`src/hlt_timer_consts.vh`:
```
// constants for the hardware limit timer mode and output block
// assumes inclusion by the timer design, checker and bench files; one 32-bit word per reg
`ifndef HLT_TIMER_CONSTS_VH
`define HLT_TIMER_CONSTS_VH

// register byte offsets
`define OFF_TIMER_CONTROL   8'h00
`define OFF_LIMIT_CONTROL   8'h04
`define OFF_EXT_RESET_SEL   8'h08
`define OFF_PERIOD_VALUE    8'h0C
`define OFF_COUNT_VALUE     8'h10
`define OFF_TIMER_STATUS    8'h14

// control register fields
`define CTRL_ON_BIT         0
`define CTRL_PS_LSB         1
`define CTRL_PS_MSB         4

// reset values
`define RST_PERIOD          8'hFF
`define RST_COUNT           8'h00
`define RST_MODE            5'h00
`define RST_SEL             3'h0
`define RST_POST            4'h0

// mode upper bits
`define MODE_FREE           2'h0
`define MODE_ONESHOT        2'h1
`define MODE_MONO           2'h2

`endif

```
`src/hw_limit_timer_mode_control.v`:
```
// mode control, counter, postscaler and register slave of the limit timer
// assumes timer_clock_tick_i is a one-cycle prescaler-full strobe on mclk_i
// and that external reset sources may come from any clock domain
`timescale 1ns/1ps
`include "hlt_timer_consts.vh"

module hw_limit_timer_mode_control (
    // clock and reset
    input  wire        mclk_i,
    input  wire        rstn_i,
    // ahb-lite slave
    input  wire        hsel_i,
    input  wire [7:0]  haddr_i,
    input  wire [1:0]  htrans_i,
    input  wire        hwrite_i,
    input  wire [2:0]  hsize_i,
    input  wire [31:0] hwdata_i,
    input  wire        hready_i,
    output wire        hreadyout_o,
    output wire        hresp_o,
    output reg  [31:0] hrdata_o,
    // timer tick and external reset sources
    input  wire        timer_clock_tick_i,
    input  wire [7:0]  ext_reset_src_i,
    input  wire        debug_freeze_i,
    // outputs to other blocks
    output reg         postscaled_pulse_o,
    output reg         prescaler_clear_o,
    output wire [7:0]  count_value_o,
    output wire [7:0]  period_active_o,
    output wire        period_match_o
);

    // software visible state
    reg        timer_on;
    reg [3:0]  postscale_match_select;
    reg [4:0]  limit_mode;
    reg [2:0]  ext_reset_select;
    reg [7:0]  period_value;
    reg [7:0]  period_active;
    reg [7:0]  count_value;
    reg [3:0]  post_cnt;
    reg        started;

    // bus data phase state
    reg        wr_pend;
    reg [7:0]  wr_addr;

    // external reset synchroniser and edge history
    reg [7:0]  ers_meta;
    reg [7:0]  ers_sync;
    reg        ers_eff;
    reg        ers_prev;

    // per-tick decode results
    reg        run;
    reg        hold_rst;
    reg        edge_rst;
    reg        next_started;
    reg        end_clears_on;
    reg        end_stops;

    wire       addr_phase;
    wire       wr_ctrl;
    wire       wr_limit;
    wire       wr_count;
    wire       rise;
    wire       fall;
    wire       match;
    wire       hw_event;
    wire       sw_clear;
    wire       ers_sel;
    wire [1:0] mode_hi;
    wire [2:0] mode_lo;

    // read mux shared by the address phase
    function [31:0] read_word;
        input [7:0] a;
        begin
            case (a)
                `OFF_TIMER_CONTROL: read_word = {27'h0,
                    postscale_match_select, timer_on};
                `OFF_LIMIT_CONTROL: read_word = {27'h0, limit_mode};
                `OFF_EXT_RESET_SEL: read_word = {29'h0, ext_reset_select};
                `OFF_PERIOD_VALUE:  read_word = {24'h0, period_value};
                `OFF_COUNT_VALUE:   read_word = {24'h0, count_value};
                `OFF_TIMER_STATUS:  read_word = {19'h0, period_active,
                    post_cnt, run};
                default:            read_word = 32'h0;
            endcase
        end
    endfunction

    // zero-wait slave, always okay
    assign hreadyout_o = 1'b1;
    assign hresp_o     = 1'b0;
    assign addr_phase  = hsel_i & htrans_i[1] & hready_i;

    assign wr_ctrl  = wr_pend & (wr_addr == `OFF_TIMER_CONTROL);
    assign wr_limit = wr_pend & (wr_addr == `OFF_LIMIT_CONTROL);
    assign wr_count = wr_pend & (wr_addr == `OFF_COUNT_VALUE);
    assign sw_clear = wr_ctrl | wr_count;

    // capture address phase, return read data in the data phase
    always @(posedge mclk_i) begin
        if (!rstn_i) begin
            wr_pend  <= 1'b0;
            wr_addr  <= 8'h00;
            hrdata_o <= 32'h0;
        end else begin
            wr_pend  <= addr_phase & hwrite_i;
            wr_addr  <= haddr_i;
            if (addr_phase & ~hwrite_i) begin
                hrdata_o <= read_word(haddr_i);
            end
        end
    end

    // two-flop synchroniser on every candidate source
    always @(posedge mclk_i) begin
        if (!rstn_i) begin
            ers_meta <= 8'h00;
            ers_sync <= 8'h00;
        end else begin
            ers_meta <= ext_reset_src_i;
            ers_sync <= ers_meta;
        end
    end

    assign ers_sel = ers_sync[ext_reset_select];

    // freeze holds the effective level, so no edge or level change is seen
    always @(posedge mclk_i) begin
        if (!rstn_i) begin
            ers_eff  <= 1'b0;
            ers_prev <= 1'b0;
        end else begin
            if (!debug_freeze_i) begin
                ers_eff <= ers_sel;
            end
            if (timer_clock_tick_i) begin
                ers_prev <= ers_eff;
            end
        end
    end

    assign rise    = ers_eff & ~ers_prev;
    assign fall    = ~ers_eff & ers_prev;
    assign mode_hi = limit_mode[4:3];
    assign mode_lo = limit_mode[2:0];
    assign match   = (count_value == period_active);

    // mode decode: run, level reset, edge reset and start tracking
    always @* begin
        run           = 1'b0;
        hold_rst      = 1'b0;
        edge_rst      = 1'b0;
        next_started  = started & timer_on;
        end_clears_on = 1'b0;
        end_stops     = 1'b0;
        case (mode_hi)
            `MODE_FREE: begin
                case (mode_lo)
                    3'h1:    run = timer_on & ers_eff;
                    3'h2:    run = timer_on & ~ers_eff;
                    3'h3: begin
                        run      = timer_on;
                        edge_rst = timer_on & (rise | fall);
                    end
                    3'h4: begin
                        run      = timer_on;
                        edge_rst = timer_on & rise;
                    end
                    3'h5: begin
                        run      = timer_on;
                        edge_rst = timer_on & fall;
                    end
                    3'h6: begin
                        hold_rst = timer_on & ~ers_eff;
                        run      = timer_on & ers_eff;
                    end
                    3'h7: begin
                        hold_rst = timer_on & ers_eff;
                        run      = timer_on & ~ers_eff;
                    end
                    default: run = timer_on;
                endcase
            end
            `MODE_ONESHOT: begin
                end_clears_on = 1'b1;
                case (mode_lo)
                    3'h0:    next_started = timer_on;
                    3'h1:    next_started = timer_on & (started | rise);
                    3'h2:    next_started = timer_on & (started | fall);
                    3'h3:    next_started = timer_on &
                                 (started | rise | fall);
                    3'h4: begin
                        edge_rst     = started & rise;
                        next_started = timer_on & (started | rise);
                    end
                    3'h5: begin
                        edge_rst     = started & fall;
                        next_started = timer_on & (started | fall);
                    end
                    3'h6: begin
                        hold_rst     = started & ~ers_eff;
                        next_started = timer_on & (started | rise);
                    end
                    default: begin
                        hold_rst     = started & ers_eff;
                        next_started = timer_on & (started | fall);
                    end
                endcase
                run = started & timer_on & ~hold_rst;
            end
            `MODE_MONO: begin
                case (mode_lo)
                    3'h1, 3'h2, 3'h3: begin
                        end_stops = 1'b1;
                        if (mode_lo[0]) begin
                            next_started = timer_on & (started | rise);
                        end
                        if (mode_lo[1]) begin
                            next_started = timer_on &
                                (started | fall | (mode_lo[0] & rise));
                        end
                        run = started & timer_on;
                    end
                    3'h6: begin
                        end_clears_on = 1'b1;
                        hold_rst = timer_on & ~ers_eff;
                        run      = timer_on & ers_eff;
                    end
                    3'h7: begin
                        end_clears_on = 1'b1;
                        hold_rst = timer_on & ers_eff;
                        run      = timer_on & ~ers_eff;
                    end
                    default: next_started = 1'b0;
                endcase
            end
            default: next_started = 1'b0;
        endcase
    end

    // an external event that resets the timer on this tick
    assign hw_event = timer_clock_tick_i & (hold_rst | edge_rst);

    // count, postscaler, period buffer and enable
    always @(posedge mclk_i) begin
        if (!rstn_i) begin
            timer_on               <= 1'b0;
            postscale_match_select <= `RST_POST;
            limit_mode             <= `RST_MODE;
            ext_reset_select       <= `RST_SEL;
            period_value           <= `RST_PERIOD;
            period_active          <= `RST_PERIOD;
            count_value            <= `RST_COUNT;
            post_cnt               <= `RST_POST;
            started                <= 1'b0;
            postscaled_pulse_o     <= 1'b0;
            prescaler_clear_o      <= 1'b0;
        end else begin
            prescaler_clear_o <= sw_clear | hw_event;
            if (timer_clock_tick_i) begin
                started            <= next_started;
                postscaled_pulse_o <= 1'b0;
                if (hold_rst | edge_rst) begin
                    // edge reset keeps the run going from 00h
                    count_value   <= 8'h00;
                    post_cnt      <= 4'h0;
                    period_active <= period_value;
                end else if (run & match) begin
                    count_value   <= 8'h00;
                    period_active <= period_value;
                    if (post_cnt == postscale_match_select) begin
                        postscaled_pulse_o <= 1'b1;
                        post_cnt <= 4'h0;
                    end else begin
                        post_cnt <= post_cnt + 4'h1;
                    end
                    if (end_clears_on) begin
                        timer_on <= 1'b0;
                        started  <= 1'b0;
                    end
                    if (end_stops) begin
                        started <= 1'b0;
                    end
                end else if (run) begin
                    count_value <= count_value + 8'h01;
                end
            end
            // software writes take priority over the tick
            if (wr_ctrl) begin
                timer_on               <= hwdata_i[`CTRL_ON_BIT];
                postscale_match_select <=
                    hwdata_i[`CTRL_PS_MSB:`CTRL_PS_LSB];
            end
            if (wr_limit) begin
                limit_mode <= hwdata_i[4:0];
            end
            if (wr_pend & (wr_addr == `OFF_EXT_RESET_SEL)) begin
                ext_reset_select <= hwdata_i[2:0];
            end
            if (wr_pend & (wr_addr == `OFF_PERIOD_VALUE)) begin
                period_value <= hwdata_i[7:0];
            end
            if (wr_count) begin
                count_value <= hwdata_i[7:0];
            end
            if (sw_clear | wr_limit) begin
                period_active <= wr_pend &
                    (wr_addr == `OFF_PERIOD_VALUE) ?
                    hwdata_i[7:0] : period_value;
            end
            if (sw_clear) begin
                post_cnt <= 4'h0;
            end
        end
    end

    // count and match go to the pwm compare unit
    assign count_value_o   = count_value;
    assign period_active_o = period_active;
    assign period_match_o  = match & run;

endmodule

```
`config.mk`:
```
export PLATFORM = sky130hd
export DESIGN_NAME = hw_limit_timer_mode_control
export DESIGN_NICKNAME = d
export VERILOG_FILES = /design/src/hw_limit_timer_mode_control.v
export VERILOG_INCLUDE_DIRS = /design/src
export SDC_FILE = /design/constraint.sdc
export NUM_CORES = 1
export LEC_CHECK = 0
export BUFFER_PORTS_ARGS = -buffer_cell sky130_fd_sc_hd__buf_2
export CORE_ASPECT_RATIO = 0.5
export CORE_MARGIN = 8
export CORE_UTILIZATION = 48
export DETAILED_ROUTE_END_ITERATION = 8
export GPL_TIMING_DRIVEN = 0
export PLACE_DENSITY = 0.78
export SKIP_LAST_GASP = 1
export SLEW_MARGIN = 20
export SYNTH_ARGS = -nofsm -noshare
export SYNTH_HDL_FRONTEND = slang
export SYNTH_SLANG_ARGS = --single-unit
```
`constraint.sdc`:
```
create_clock -name mclk_i -period 2.5 [get_ports mclk_i]
set_input_delay 0 -clock mclk_i [delete_from_list [all_inputs] [get_ports mclk_i]]
set_output_delay 0 -clock mclk_i [all_outputs]
set_load 0.01 [all_outputs]
```
==> impl_metrics.csv <==
group,metric,value,unit
clock_network,cts_root_buffer,"clkbuf_16",
clock_network,cts_buffers,9,
yosys,seq_area_frac_synth,0.381,
yosys,synth_cell_types,77,
routing,met3RoutedLength,1400,um
yosys,synth_top_family_by_area,"simple AND/OR/NAND/NOR gates",
critical_path,rr_startpoint,"ers_eff",
critical_path,worst_ep_arrival_time,2.71,ns
critical_path,worstPathCellList,"inv_1 -> ha_1 -> or3b_1 -> a211oi_2 -> nor4_2 -> buf_4 -> nand3b_1 -> o21ai_1 -> o221a_2",
final_layout,antenna_cells_inserted,0,
floorplan,std_cell_rows,24,
critical_path,critPathBufInv,2,
yosys,ys.warnings.count,0,
grt,grt_antenna_before_repair,0,
floorplan,initial_utilization,0.499,
floorplan,die_area,12700,sq um
timing,finalMaxSlewViolations,0,
run_status,run_status,"complete, no violations",
routing,remaining_drc_errors,0,
timing,post_route_clock_skew,0.00640,ns
critical_path,crit_cells,9,
routing,max_used_layer,"met4",
grt,first_pass_grt_wire_length,20400,um
yosys,syn_inst,491,
yosys,synth_xor_area_frac,0.0278,
timing,post-route-min-period,2.47,ns
critical_path,timing.critical_path.slowest_stage_cell,"dfxtp_4",
placed_design,port_buffers,62,
yosys,synth_flop_cell,"dfxtp_1",
timing,setup_viol,0,
clock_network,numClockSinks,84,
final_layout,nets,680,
routing,met2WireLength,5770,um
timing,hold_viol,0,
grt,groute.usage.overall,0.202,
clock_network,max-clock-path-buffers,2,
yosys,asyncSetResetFlopFracSynth,0,
routing,wl_met1,5630,um
timing,max_slew.worst_pin.slew,0.979,ns
floorplan,die_height,83.8,um
power_and_ir_drop,totalPowerFinal,3070,uW
final_layout,final_layout_size_suffix_gt1_frac,0.224,
routing,route.antenna.remaining_nets,0,
routing,avgViaCountPerCell,5.73,
routing,detail_route.iter0.violations,475,
grt,first_global_vias,3930,
grt,grt_start_max_net_pins,15,
critical_path,cp_data_required_time,2.74,ns
yosys,synth_compound_area_frac,0.160,
placed_design,gp_routability_congestion,0.878,
final_layout,most_frequent_cells_in_the_layout,"83 x dfxtp_1, 65 x buf_2, 39 x nand2_1",
yosys,synth_enable_flop_cells,0,
power_and_ir_drop,powerDensity,548,nW/um^2
flow_run,maxCapViolations,0,
clock_network,cts_max_level,3,
clock_network,clkTransAtPathRegs,0.07,ns
power_and_ir_drop,vdd_drop_max,0.440,mV
critical_path,rr_endpoint,"count_value_o[2]",
timing,timing.slew.headroom,0.338,
routing,avgRoutedWirePerCell,17.9,um
floorplan,boundaryPins,113,
yosys,syn_area,4410,sq um
clock_network,clkLatencyLatePin,0.35,ns
routing,wire_length_after_detailed_routing,13100,um
routing,dr.pass1.iters,5,
power_and_ir_drop,cellLeakagePower,0.00228,uW
floorplan,dieWidth,152,um
min_path,timing.hold.worst.class,"input port to flip-flop",
critical_path,timing.critical_path.from_type,"flip-flop",
timing,whs,0.0199,ns
yosys,postSynthAreaPerCell,8.98,sq um
yosys,synth_simple_gate_area_share,0.229,
placed_design,detailedPlacementHpwl,9390,um
clock_network,cts_tree,"built",
critical_path,critPathTopFamily,"simple AND/OR/NAND/NOR gates",
final_layout,layout_commonest_cell,"dfxtp_1",
routing,dr_total_vias,4195,
critical_path,worst_setup_path_endpoint,"count_value_o[2]",
timing,period_share,0.990,
yosys,synth.ff_latch_count,84,
critical_path,crit_type,"flip-flop to flip-flop",
critical_path,timing.critical_path.to_type,"flip-flop",
grt,grt_total_ovfl,0,
final_layout,layout-area-overhead-vs-synth,26.9,%
floorplan,design.core.area,8830,sq um
critical_path,timing.critical_path.from,"ers_eff",
yosys,synth.area.mux_share,0.100,
timing,setup_tns,0,ns
yosys,fraction_of_the_mapped_netlist_area_in_adder_cells,0.0255,
timing,max_clock_freq,0.404,GHz
critical_path,crit_fanout,10,
critical_path,regToRegSetupSlack,0.03,ns
critical_path,reg2reg_depth,9,
critical_path,cpPeakStageDelay,0.40,ns
timing,grt_setup_unrepaired,"true",
-- worst min-delay path by stage --
stage	from	endpoint	slack, ns	cells after the start
final	hwdata_i[0]	timer_on	0.02	3
after global routing	hwdata_i[0]	timer_on	0.03	3
after CTS	hwdata_i[0]	timer_on	0.02	3
after detailed placement	ext_reset_src_i[4]	ers_meta[4]	0.21	2
after global placement	ext_reset_src_i[3]	ers_meta[3]	0.21	2
after floorplan	debug_freeze_i	ers_eff	0.10	1
-- state kept, by name, indices dropped and copies added, names as in the netlist --
register / cells
count_value_o: 8
ers_eff: 1
ers_meta: 8
ers_prev: 1
ers_sync: 8
ext_reset_select: 3
hrdata_o: 13
limit_mode: 5
period_active_o: 8
period_value: 8
post_cnt: 4
postscale_match_select: 4
postscaled_pulse_o: 1
prescaler_clear_o: 1
started: 1
timer_on: 1
wr_addr: 8
wr_pend: 1
-- Yosys cell counts (8+ instances only) --
| cell type | n | share of area |
|---|---|---|
| inv_1 | 14 | 0.012 |
| nand2b_1 | 8 | 0.011 |
| a21oi_1 | 21 | 0.024 |
| buf_4 | 23 | 0.039 |
| clkbuf_1 | 17 | 0.014 |
| and2_1 | 25 | 0.035 |
| nor3_1 | 8 | 0.0091 |
| mux2i_1 | 28 | 0.064 |
| xor2_1 | 13 | 0.026 |
| a22oi_1 | 14 | 0.024 |
| nand2_1 | 39 | 0.033 |
| nand3_1 | 26 | 0.030 |
| ha_1 | 9 | 0.026 |
| dfxtp_1 | 84 | 0.38 |
| nor2_1 | 37 | 0.031 |
| o21ai_0 | 16 | 0.018 |
-- cell families after synthesis --
family,Yosys count
simple gates,184
compound gates,101
flops,84
buf+inv,61
mux,36
xor+xnor,14
fa+ha+maj,9
other cells,2
-- layout make-up --
type | instances | area [sq um]
Buffer | 47 | 285
Clock buffer | 10 | 239
Clock inverter | 5 | 85.1
Fill cell | 719 | 3230
Inverter | 14 | 52.6
Multi-Input combinational cell | 365 | 2520
Sequential cell | 84 | 1690
Tap cell | 117 | 146
Timing Repair Buffer | 90 | 583
-- metal layers --
metal / global-route usage / up-vias
li1: - / 1968
met1: 0.264 / 1942
met2: 0.312 / 250
met3: 0.0574 / 35
met4: 0.0663 / 0
met5: 0 / -
-- worst min-delay path: stages --
cell and delay, ns:
buf_2 0.16, nand3_1 0.10, a21oi_1 0.06
-- where the power goes --
| part | switching (uW) | internal, uW | total (uW) |
|---|---|---|---|
| clock | 555 | 902 | 1460 |
| sequential | 14.7 | 1360 | 1380 |
| combinational | 127 | 108 | 235 |
| total | 697 | 2370 | 3070 |
-- metrics by stage --
stage | setup slack (ns) | utilization | instances | cell area [sq um]
global placement | -0.262 | 0.559 | 689 | 4940
global route | -0.0204 | 0.634 | 732 | 5600
CTS | 0.00503 | 0.629 | 731 | 5560
finish | 0.0253 | 0.634 | 732 | 5600
floorplan | 0.137 | - | 510 | 4480
detailed placement | -0.282 | 0.559 | 689 | 4940
-- what timing repair did --
action                                  4_1_cts  5_1_grt
gates resized for setup                       8       10
gates cloned                                  1        0
hold endpoints to repair                     24        0
buffers inserted                              1        1
hold buffers                                 25        0
pin swaps                                     2        3
endpoints found under the setup margin       20       22
Note: power is estimated with default switching activity, not from simulation.
